[src/rcb_pkg.sv]
package rcb_pkg;

    ////////////////////////////////////////////////////////////////////////////////////////
    // Sizes of the controller.
    localparam int NUM_CH = 4;
    localparam int CH_W = 2;
    localparam int VAL_W = 5;
    localparam int NUM_CTL = 6;
    localparam int CNT_W = 18;
    localparam int ADDR_W = 8;

    ////////////////////////////////////////////////////////////////////////////////////////
    // Register byte offsets.
    localparam logic [ADDR_W-1:0] RCB_CMD_OFS = 8'h00;
    localparam logic [ADDR_W-1:0] RCB_STATUS_OFS = 8'h04;
    localparam logic [ADDR_W-1:0] RCB_WDATA_OFS = 8'h08;
    localparam logic [ADDR_W-1:0] RCB_RBACK_OFS = 8'h0c;
    localparam logic [ADDR_W-1:0] RCB_CHCFG_OFS = 8'h10;
    localparam logic [ADDR_W-1:0] RCB_DUR_OFS = 8'h14;

    // Command word fields.
    localparam int CMD_CTL_LSB = 0;
    localparam int CMD_ALL_BIT = 4;
    localparam int CMD_CH_LSB = 8;
    localparam int CMD_KIND_LSB = 12;
    localparam int CMD_OP_LSB = 16;

    // Status word bits; the refused bit is write-one-to-clear.
    localparam int STS_BUSY_BIT = 0;
    localparam int STS_DVALID_BIT = 1;
    localparam int STS_OCDONE_BIT = 2;
    localparam int STS_REFUSED_BIT = 3;

    // Reset value of the channel type map (two bits per logical channel).
    localparam logic [2*NUM_CH-1:0] RCB_CHCFG_RST = 8'h00;

    ////////////////////////////////////////////////////////////////////////////////////////
    // Command operations.
    localparam logic [1:0] OP_PMA_WR = 2'h0;
    localparam logic [1:0] OP_PMA_RD = 2'h1;
    localparam logic [1:0] OP_RECFG = 2'h2;
    localparam logic [1:0] OP_OFFCAL = 2'h3;

    // Analog control selectors; the last two are the long ones.
    localparam logic [2:0] CTL_POST1 = 3'h0;
    localparam logic [2:0] CTL_SWING = 3'h1;
    localparam logic [2:0] CTL_EQ = 3'h2;
    localparam logic [2:0] CTL_EQ_DC = 3'h3;
    localparam logic [2:0] CTL_PRETAP = 3'h4;
    localparam logic [2:0] CTL_POST2 = 3'h5;

    // Channel types in the channel map.
    localparam logic [1:0] CHT_NONE = 2'h0;
    localparam logic [1:0] CHT_TX = 2'h1;
    localparam logic [1:0] CHT_RX = 2'h2;
    localparam logic [1:0] CHT_RXTX = 2'h3;

    // Reconfiguration kinds.
    localparam logic [2:0] RK_TX = 3'h0;
    localparam logic [2:0] RK_RX = 3'h1;
    localparam logic [2:0] RK_TXRX = 3'h2;
    localparam logic [2:0] RK_PLL = 3'h3;
    localparam logic [2:0] RK_TXPLL = 3'h4;
    localparam logic [2:0] RK_FULL = 3'h5;
    localparam logic [2:0] RK_CLK_UNIT = 3'h6;
    localparam logic [2:0] RK_BAD = 3'h7;

    ////////////////////////////////////////////////////////////////////////////////////////
    // Busy durations in reconfiguration clock cycles.
    localparam int DUR_WR_SHORT = 260;
    localparam int DUR_WR_LONG = 520;
    localparam int DUR_RD_SHORT = 130;
    localparam int DUR_RD_LONG = 260;
    localparam int DUR_OC_TX = 877;
    localparam int DUR_OC_NONE = 2;
    localparam int DUR_OC_SIM = 16;
    localparam int DUR_RC_TX = 1518;
    localparam int DUR_RC_PLL = 863;
    localparam int DUR_RC_TXPLL = 2370;
    localparam int DUR_RC_CLK_UNIT = 925;
    localparam int DUR_OC_RX = 18307;
    localparam int DUR_OC_SETTLE = 130000;
    localparam int DUR_RC_RX = 5255;
    localparam int DUR_RC_TXRX = 6762;
    localparam int DUR_RC_FULL = 7614;

    ////////////////////////////////////////////////////////////////////////////////////////
    // Sequencer states.
    typedef enum logic [5:0] {
        ST_PWRUP = 6'b000001,
        ST_OC_SCAN = 6'b000010,
        ST_OC_SETTLE = 6'b000100,
        ST_IDLE = 6'b001000,
        ST_PMA = 6'b010000,
        ST_RECFG = 6'b100000
    } rcb_state_t;

    // AHB-Lite request from the master and answer of this slave.
    typedef struct packed {
        logic hsel;
        logic [31:0] haddr;
        logic [1:0] htrans;
        logic hwrite;
        logic [2:0] hsize;
        logic [31:0] hwdata;
        logic hready;
    } rcb_ahb_req_t;

    typedef struct packed {
        logic [31:0] hrdata;
        logic hreadyout;
        logic hresp;
    } rcb_ahb_rsp_t;

    // State of the segment timer.
    typedef struct packed {
        logic [CNT_W-1:0] count;
    } rcb_tmr_t;

    // State of the controller core.
    typedef struct packed {
        rcb_state_t st;
        logic [CH_W-1:0] ch;
        logic [1:0] op;
        logic [2:0] ctl;
        logic all;
        logic [VAL_W-1:0] wval;
        logic [2*NUM_CH-1:0] chcfg;
        logic [NUM_CTL-1:0][NUM_CH-1:0][VAL_W-1:0] setting;
        logic [NUM_CH-1:0][VAL_W-1:0] rback;
        logic dvalid;
        logic ocdone;
        logic refused;
        logic [CNT_W-1:0] dur;
        logic a_valid;
        logic a_write;
        logic [ADDR_W-1:0] a_addr;
        logic [31:0] hrdata;
    } rcb_core_t;

endpackage

[src/rcb_seg_timer.sv]
`timescale 1ns/1ps
// Down counter that holds run high for exactly the loaded number of cycles.
module rcb_seg_timer
    import rcb_pkg::*;
(
    input wire logic mclk_i,
    input wire logic srst_i,
    input wire logic load_i,
    input wire logic [CNT_W-1:0] len_i,
    output logic run_o,
    output logic last_o
);

    rcb_tmr_t s_q;
    rcb_tmr_t s_d;

    ////////////////////////////////////////////////////////////////////////////////////////
    // A load in the last cycle chains segments with no gap in run.
    always_comb begin
        s_d = s_q;
        if (load_i) begin
            s_d.count = len_i;
        end else if (s_q.count != '0) begin
            s_d.count = s_q.count - CNT_W'(1);
        end
    end

    always_ff @(posedge mclk_i) begin
        if (srst_i) begin
            s_q <= '0;
        end else begin
            s_q <= s_d;
        end
    end

    assign run_o = (s_q.count != '0);
    assign last_o = (s_q.count == CNT_W'(1));

endmodule

[src/rcb_ctrl.sv]
// Register access over AHB-Lite and the register addresses are this design's own decisions.
`timescale 1ns/1ps
module rcb_ctrl
    import rcb_pkg::*;
#(
    parameter int OC_RX_CYC = DUR_OC_RX,
    parameter int OC_SETTLE_CYC = DUR_OC_SETTLE,
    parameter int RC_RX_CYC = DUR_RC_RX,
    parameter int RC_TXRX_CYC = DUR_RC_TXRX,
    parameter int RC_FULL_CYC = DUR_RC_FULL,
    parameter bit REDUCED_TIMING = 1'b0,
    parameter logic [2*NUM_CH-1:0] CH_TYPES_INIT = RCB_CHCFG_RST
)
(
    input wire logic mclk_i,
    input wire logic srst_i,
    input wire rcb_ahb_req_t ahb_req_i,
    output rcb_ahb_rsp_t ahb_rsp_o,
    output logic busy_o,
    output logic data_valid_o
);

    rcb_core_t s_q;
    rcb_core_t s_d;
    logic tm_load;
    logic [CNT_W-1:0] tm_len;
    logic tm_run;
    logic tm_last;
    logic bus_wr;
    logic [31:0] wd;

    ////////////////////////////////////////////////////////////////////////////////////////
    // Duration of one offset cancellation step, chosen by the channel type.
    function automatic logic [CNT_W-1:0] oc_len(input logic [1:0] cht);
        logic [CNT_W-1:0] n;
        n = CNT_W'(DUR_OC_NONE);
        case (cht)
            CHT_TX: n = CNT_W'(DUR_OC_TX);
            CHT_RX, CHT_RXTX: n = CNT_W'(OC_RX_CYC);
            default: n = CNT_W'(DUR_OC_NONE);
        endcase
        return n;
    endfunction

    // Busy length per channel for one analog control access.
    function automatic logic [CNT_W-1:0] pma_len(input logic [1:0] op, input logic [2:0] ctl);
        logic lng;
        logic [CNT_W-1:0] n;
        lng = (ctl == CTL_PRETAP) || (ctl == CTL_POST2);
        if (op == OP_PMA_RD) begin
            n = lng ? CNT_W'(DUR_RD_LONG) : CNT_W'(DUR_RD_SHORT);
        end else begin
            n = lng ? CNT_W'(DUR_WR_LONG) : CNT_W'(DUR_WR_SHORT);
        end
        return n;
    endfunction

    // Busy length of a channel or transmit PLL reconfiguration.
    function automatic logic [CNT_W-1:0] rc_len(input logic [2:0] kind);
        logic [CNT_W-1:0] n;
        case (kind)
            RK_TX: n = CNT_W'(DUR_RC_TX);
            RK_RX: n = CNT_W'(RC_RX_CYC);
            RK_TXRX: n = CNT_W'(RC_TXRX_CYC);
            RK_PLL: n = CNT_W'(DUR_RC_PLL);
            RK_TXPLL: n = CNT_W'(DUR_RC_TXPLL);
            RK_FULL: n = CNT_W'(RC_FULL_CYC);
            RK_CLK_UNIT: n = CNT_W'(DUR_RC_CLK_UNIT);
            default: n = '0;
        endcase
        return n;
    endfunction

    ////////////////////////////////////////////////////////////////////////////////////////
    // One timer paces every busy period; segments chain without a gap.
    rcb_seg_timer u_timer (
        .mclk_i(mclk_i),
        .srst_i(srst_i),
        .load_i(tm_load),
        .len_i(tm_len),
        .run_o(tm_run),
        .last_o(tm_last)
    );

    assign bus_wr = s_q.a_valid & s_q.a_write;
    assign wd = ahb_req_i.hwdata;

    ////////////////////////////////////////////////////////////////////////////////////////
    // Next-state logic: bus slave, sequencer and command launch.
    always_comb begin
        s_d = s_q;
        tm_load = 1'b0;
        tm_len = '0;

        // Address phase is captured; read data is taken from the state seen then.
        s_d.a_valid = ahb_req_i.hsel & ahb_req_i.htrans[1] & ahb_req_i.hready;
        s_d.a_write = ahb_req_i.hwrite;
        s_d.a_addr = ahb_req_i.haddr[ADDR_W-1:0];
        if (s_d.a_valid && !ahb_req_i.hwrite) begin
            case (ahb_req_i.haddr[ADDR_W-1:0])
                // The kind field is not kept, so it reads back as zero.
                RCB_CMD_OFS: s_d.hrdata = {14'h0000, s_q.op, 6'h00, s_q.ch, 3'h0,
                    s_q.all, 1'b0, s_q.ctl};
                RCB_STATUS_OFS: s_d.hrdata = 32'({s_q.refused, s_q.ocdone, s_q.dvalid, tm_run});
                RCB_WDATA_OFS: s_d.hrdata = 32'(s_q.wval);
                RCB_RBACK_OFS: s_d.hrdata = 32'(s_q.rback);
                RCB_CHCFG_OFS: s_d.hrdata = 32'(s_q.chcfg);
                RCB_DUR_OFS: s_d.hrdata = 32'(s_q.dur);
                default: s_d.hrdata = 32'h0000_0000;
            endcase
        end

        // Count the cycles of the current busy period for software to read back.
        if (tm_run) begin
            s_d.dur = s_q.dur + CNT_W'(1);
        end

        // Sequencer.
        case (s_q.st)
            ST_PWRUP: begin
                // Busy stays low in this first cycle before the scan starts.
                tm_load = 1'b1;
                if (REDUCED_TIMING) begin
                    tm_len = CNT_W'(DUR_OC_SIM);
                    s_d.st = ST_OC_SETTLE;
                end else begin
                    tm_len = oc_len(s_q.chcfg[1:0]);
                    s_d.ch = '0;
                    s_d.st = ST_OC_SCAN;
                end
            end
            ST_OC_SCAN: begin
                if (tm_last) begin
                    tm_load = 1'b1;
                    if (s_q.ch == CH_W'(NUM_CH - 1)) begin
                        tm_len = CNT_W'(OC_SETTLE_CYC);
                        s_d.st = ST_OC_SETTLE;
                    end else begin
                        s_d.ch = s_q.ch + CH_W'(1);
                        tm_len = oc_len(s_q.chcfg[2*(s_q.ch+CH_W'(1)) +: 2]);
                    end
                end
            end
            ST_OC_SETTLE: begin
                if (tm_last) begin
                    s_d.ocdone = 1'b1;
                    s_d.st = ST_IDLE;
                end
            end
            ST_PMA: begin
                if (tm_last) begin
                    if (s_q.op == OP_PMA_WR) begin
                        s_d.setting[s_q.ctl][s_q.ch] = s_q.wval;
                    end else begin
                        s_d.rback[s_q.ch] = s_q.setting[s_q.ctl][s_q.ch];
                    end
                    if (s_q.all && (s_q.ch != CH_W'(NUM_CH - 1))) begin
                        // Broadcast walks every channel back to back, busy held high.
                        s_d.ch = s_q.ch + CH_W'(1);
                        tm_load = 1'b1;
                        tm_len = pma_len(s_q.op, s_q.ctl);
                    end else begin
                        // Valid rises in the cycle in which busy has just fallen.
                        s_d.dvalid = (s_q.op == OP_PMA_RD);
                        s_d.st = ST_IDLE;
                    end
                end
            end
            ST_RECFG: begin
                if (tm_last) begin
                    s_d.st = ST_IDLE;
                end
            end
            default: begin
                s_d.st = ST_IDLE;
            end
        endcase

        // Register writes in the data phase.
        if (bus_wr) begin
            case (s_q.a_addr)
                RCB_WDATA_OFS: begin
                    s_d.wval = wd[VAL_W-1:0];
                end
                RCB_CHCFG_OFS: begin
                    // The map is frozen while a sequence runs so the scan sees one view.
                    if (s_q.st == ST_IDLE) begin
                        s_d.chcfg = wd[2*NUM_CH-1:0];
                    end
                end
                RCB_STATUS_OFS: begin
                    if (wd[STS_REFUSED_BIT]) begin
                        s_d.refused = 1'b0;
                    end
                end
                RCB_CMD_OFS: begin
                    if (s_q.st != ST_IDLE) begin
                        s_d.refused = 1'b1;
                    end else if (((wd[CMD_OP_LSB +: 2] == OP_PMA_WR)
                            || (wd[CMD_OP_LSB +: 2] == OP_PMA_RD))
                            && (wd[CMD_CTL_LSB +: 3] > CTL_POST2)) begin
                        s_d.refused = 1'b1;
                    end else if ((wd[CMD_OP_LSB +: 2] == OP_RECFG)
                            && (wd[CMD_KIND_LSB +: 3] == RK_BAD)) begin
                        s_d.refused = 1'b1;
                    end else begin
                        s_d.op = wd[CMD_OP_LSB +: 2];
                        s_d.ctl = wd[CMD_CTL_LSB +: 3];
                        s_d.all = wd[CMD_ALL_BIT];
                        s_d.ch = wd[CMD_ALL_BIT] ? '0 : wd[CMD_CH_LSB +: CH_W];
                        s_d.dvalid = 1'b0;
                        s_d.dur = '0;
                        case (wd[CMD_OP_LSB +: 2])
                            OP_PMA_WR, OP_PMA_RD: begin
                                tm_load = 1'b1;
                                tm_len = pma_len(wd[CMD_OP_LSB +: 2], wd[CMD_CTL_LSB +: 3]);
                                s_d.st = ST_PMA;
                            end
                            OP_RECFG: begin
                                tm_load = 1'b1;
                                tm_len = rc_len(wd[CMD_KIND_LSB +: 3]);
                                s_d.st = ST_RECFG;
                            end
                            default: begin
                                // A rerun repeats the power-up sequence, quiet cycle included.
                                s_d.ocdone = 1'b0;
                                s_d.st = ST_PWRUP;
                            end
                        endcase
                    end
                end
                default: begin
                    s_d.wval = s_q.wval;
                end
            endcase
        end
    end

    ////////////////////////////////////////////////////////////////////////////////////////
    // State register; reset lands in the power-up state so cancellation starts by itself.
    always_ff @(posedge mclk_i) begin
        if (srst_i) begin
            s_q <= '0;
            s_q.st <= ST_PWRUP;
            s_q.chcfg <= CH_TYPES_INIT;
        end else begin
            s_q <= s_d;
        end
    end

    ////////////////////////////////////////////////////////////////////////////////////////
    // Zero-wait slave that always answers OKAY; unmapped reads return zero.
    assign ahb_rsp_o.hrdata = s_q.hrdata;
    assign ahb_rsp_o.hreadyout = 1'b1;
    assign ahb_rsp_o.hresp = 1'b0;

    // Busy is exactly the timer run, so every period counts whole cycles.
    assign busy_o = tm_run;
    assign data_valid_o = s_q.dvalid;

endmodule

[config.mk]
export PLATFORM = sky130hd
export DESIGN_NAME = rcb_ctrl
export DESIGN_NICKNAME = d
export VERILOG_FILES = /design/src/rcb_pkg.sv /design/src/rcb_seg_timer.sv /design/src/rcb_ctrl.sv
export SDC_FILE = /design/constraint.sdc
export NUM_CORES = 1
export LEC_CHECK = 0
export BUFFER_PORTS_ARGS = -buffer_cell sky130_fd_sc_hd__buf_2
export CAP_MARGIN = 25
export CORE_ASPECT_RATIO = 0.9
export CORE_MARGIN = 2
export CORE_UTILIZATION = 56
export CTS_BUF_LIST = sky130_fd_sc_hd__clkbuf_8
export DETAILED_ROUTE_END_ITERATION = 10
export PLACE_DENSITY_LB_ADDON = 0.1
export SLEW_MARGIN = 20
export SYNTH_ARGS = -nofsm -noshare
export SYNTH_HDL_FRONTEND = slang
export SYNTH_SLANG_ARGS = --single-unit
[constraint.sdc]
create_clock -name mclk_i -period 2.2 [get_ports mclk_i]
set_input_delay 0.11 -clock mclk_i [delete_from_list [all_inputs] [get_ports mclk_i]]
set_output_delay 0.11 -clock mclk_i [all_outputs]
set_load 0.01 [all_outputs]
==> flow_summary.yaml <==
timing:
  hold_violations: 0
  rsz0062_at_grt: "true"
  tightest_slew_ps: 670
  slew_violations: 0
  finalCritPeriodShare_pct: 102
  setup_ws_ps: -41.7
  relSlewSlack_pct: 55.3
  finClkSkew_ps: 27.6
  max_freq_mhz: 446
  finalSetupViolations: 19
  whs_ps: 45.3
  fin_crit_ps: 2240
cts:
  clock-sinks: 236
  cts_buffers: 40
  cts_max_path_buffers: 3
  cts_root_buf: "clkbuf_8"
  cts_tree: "built"
  h-tree-depth: 2
  path_clk_slew_ps: 60
  clk_latency_ps: 560
route:
  dr.pass1.iters: 5
  drc: 0
  wire_per_inst_um: 19.1
  vias_per_cell: 5.80
  drt_iter0_markers: 755
  vias: 10200
  wirelength_um: 33700
  final_antenna_net_count: 0
synthesis:
  ys_ff_latch: 236
  ys.flop_type: "dfxtp_1"
  syn_area_um2: 12200
  ys_seq_area_share_pct: 38.8
  synth_cell_types: 87
  yosysWarnings: 0
  synth_edf_count: 0
  avgSynthCellArea_um2: 9.19
  synthArstFlopShare_pct: 0
  netlist_instances: 1324
worst_setup_path:
  setup.worst_path.start_class: "flop"
  cp_max_fo: 4
  startpoint: "u_timer.s_q[6]"
  crit_type: "flop to flop"
  r2r_start: "u_timer.s_q[6]"
  required_ps: 2670
  crit_path_end_kind: "flop"
  arrival_ps: 2720
floorplan:
  io_pins: 110
  die-height_um: 144
  die_x_um: 159
  start_util_pct: 56.6
  die-area_um2: 22900
  core_area_um2: 21500
  rows: 51
placed_design:
  port_buffers: 50
  preCtsSetupSlack_ps: -196
  hpwl_um: 23300
  gp_congestion: 0.909
run_status:
  outcome: "finished with violations"
  violations: "setup timing"
power_and_ir_drop:
  power_frac_comb_pct: 17.1
  p_clk_share_pct: 38.0
  power_leakage_uw: 0.00655
  power.internal_uw: 7180
  vdd.ir_drop.worst_mv: 0.690
  p_seq_share_pct: 44.9
  p_sw_uw: 2910
  p_total_uw: 10100
  powerDensity_nw_per_um2: 699
  sw_frac_of_total_pct: 28.9
global_routing:
  grt_max_degree: 62
  grt_pass1_wl_um: 52900
  overflow: 0
  grt_use_total_pct: 29.1
  antenna_found_initial: 0
  grt_pass1_vias: 9692
cells_and_area:
  nets: 1531
  diodes: 0
  layout-drive-gt1-share_pct: 22.5
  syn_to_final_growth_pct: 18.7
  fin_util_pct: 67.2
job:
  cap_viol_max_count: 0
worst_hold_path:
  min-delay-path-class: "primary input to flop"
  hold_path_startpoint: "ahb_req_i[41]"
==> placed cells by master (no fill, tap or decap), types with 12 or more instances in the layout <==
cell type,Yosys,routed
xor2_1,20,20
a21oi_1,48,45
nor2_1,224,223
a22oi_1,17,17
nor2b_1,28,27
nand3_4,16,17
inv_1,13,30
clkbuf_8,0,49
nand2b_1,19,19
dfxtp_1,236,221
and3_1,14,13
a221oi_1,15,12
nor3_1,14,13
dlygate4sd3_1,0,24
mux2i_1,176,175
a211oi_1,20,20
ha_1,12,12
o21ai_0,40,35
conb_1,2,14
buf_12,2,12
nand4_1,12,12
nand3_1,23,23
nand2_1,51,51
dfxtp_2,0,13
buf_4,36,110
buf_2,34,48
==> critical path, cell delays in order (launching register included) <==
cell     delay [ps]
dfxtp_2         340
or4_4           570
nor2_4          150
buf_4           140
nand3_2         150
buf_4           190
or4_1           500
a21oi_1         150
==> cells in the mapped netlist, types with 4 or more instances <==
master / count / area, µm²
clkbuf_1: 59 / 221
and3_1: 14 / 87.6
o21bai_1: 6 / 45.0
a21o_1: 4 / 30.0
mux4_2: 7 / 158
a32oi_1: 5 / 43.8
buf_2: 34 / 170
mux2i_1: 176 / 1760
a222oi_1: 4 / 40.0
and2_1: 9 / 56.3
and4_1: 4 / 35.0
a21oi_1: 48 / 240
inv_1: 13 / 48.8
mux2_2: 10 / 113
nand3_4: 16 / 280
nand3b_1: 7 / 52.6
o31ai_1: 7 / 52.6
ha_1: 12 / 150
nand2_1: 51 / 191
nand4_1: 12 / 75.1
nor2_1: 224 / 841
nor2b_1: 28 / 175
nand2b_1: 19 / 119
a31oi_1: 8 / 50.1
o2bb2ai_1: 5 / 43.8
o21ai_0: 40 / 200
nand3_1: 23 / 115
a221oi_1: 15 / 131
dfxtp_1: 236 / 4720
buf_4: 36 / 270
xnor2_1: 11 / 96.3
o21a_1: 5 / 37.5
nand4_2: 5 / 62.6
nor4_1: 12 / 75.1
or4_1: 5 / 37.5
a22oi_1: 17 / 128
nor3_1: 14 / 70.1
xor2_1: 20 / 175
a22o_1: 6 / 52.6
nand4_4: 4 / 85.1
a211oi_1: 20 / 150
==> registers in the layout, summed over array words and instances (netlist names) <==
signal / cells
s_q: 197
ahb_rsp_o: 20
u_timer.s_q: 18
data_valid_o: 1
==> path summary, 6_finish.rpt <==
| kind | to | slack [ps] | cells after the start |
|---|---|---|---|
| max | data_valid_o | -40 | 7 |
| min | s_q[34] | 50 | 2 |
| max reg2reg | data_valid_o | -40 | 7 |
| min reg2reg | ahb_rsp_o[19] | 450 | 2 |
==> metal layers <==
metal	up-vias	GRT usage [%]	part of all wire, %
li1	4927	-	-
met1	4926	40.9	47
met2	330	45.6	45
met3	58	5.22	6.0
met4	0	9.62	2.2
met5	-	0	0
==> stage by stage <==
step,TNS (ps),cells,cell area (µm²)
after floorplan,0,1336,12200
after global placement,-2850,1665,13200
after detailed placement,-5160,1665,13200
after CTS,-76.4,1765,14400
after global routing,-8010,1766,14400
final,-359,1766,14400
==> timing repair <==
action | CTS | global route
setup buffers | 3 | 1
gates resized for setup | 23 | 32
pin swaps | 10 | 11
hold buffers | 24 | 0
hold endpoints to repair | 50 | 0
endpoints found under the setup margin | 119 | 149
cloned | 1 | 0
==> power groups by stage <==
stage               combinational, µW  sequential (µW)  clock (µW)
floorplan                         950             4590           0
global route                     1870             4540        4140
CTS                              1690             4520        3920
global placement                 1500             4600           0
detailed placement               1520             4610           0
finish                           1720             4540        3830
==> layout make-up <==
type / instances / area [µm²]
clock buffer: 49 / 674
tap: 291 / 364
clock inverter: 23 / 110
inverter: 15 / 65.1
fill: 1772 / 7060
sequential: 236 / 4750
timing repair buffer: 201 / 1640
multi-input combinational: 951 / 6850
==> logic make-up (layout without fill, tap and decap cells) <==
logic type | after synthesis | in the layout | synth area share (%)
xor gates and xnor gates | 31 | 31 | 2.23
muxes | 193 | 193 | 16.7
and+or+nand+nor | 478 | 478 | 21.9
DFF | 236 | 236 | 38.8
AOI/OAI and AO/OA | 223 | 223 | 12.7
buffers and inverters | 149 | 288 | 6.38
other | 2 | 14 | 0.0617
adders and majority gates | 12 | 12 | 1.23
(Power assumes the default switching activity.)
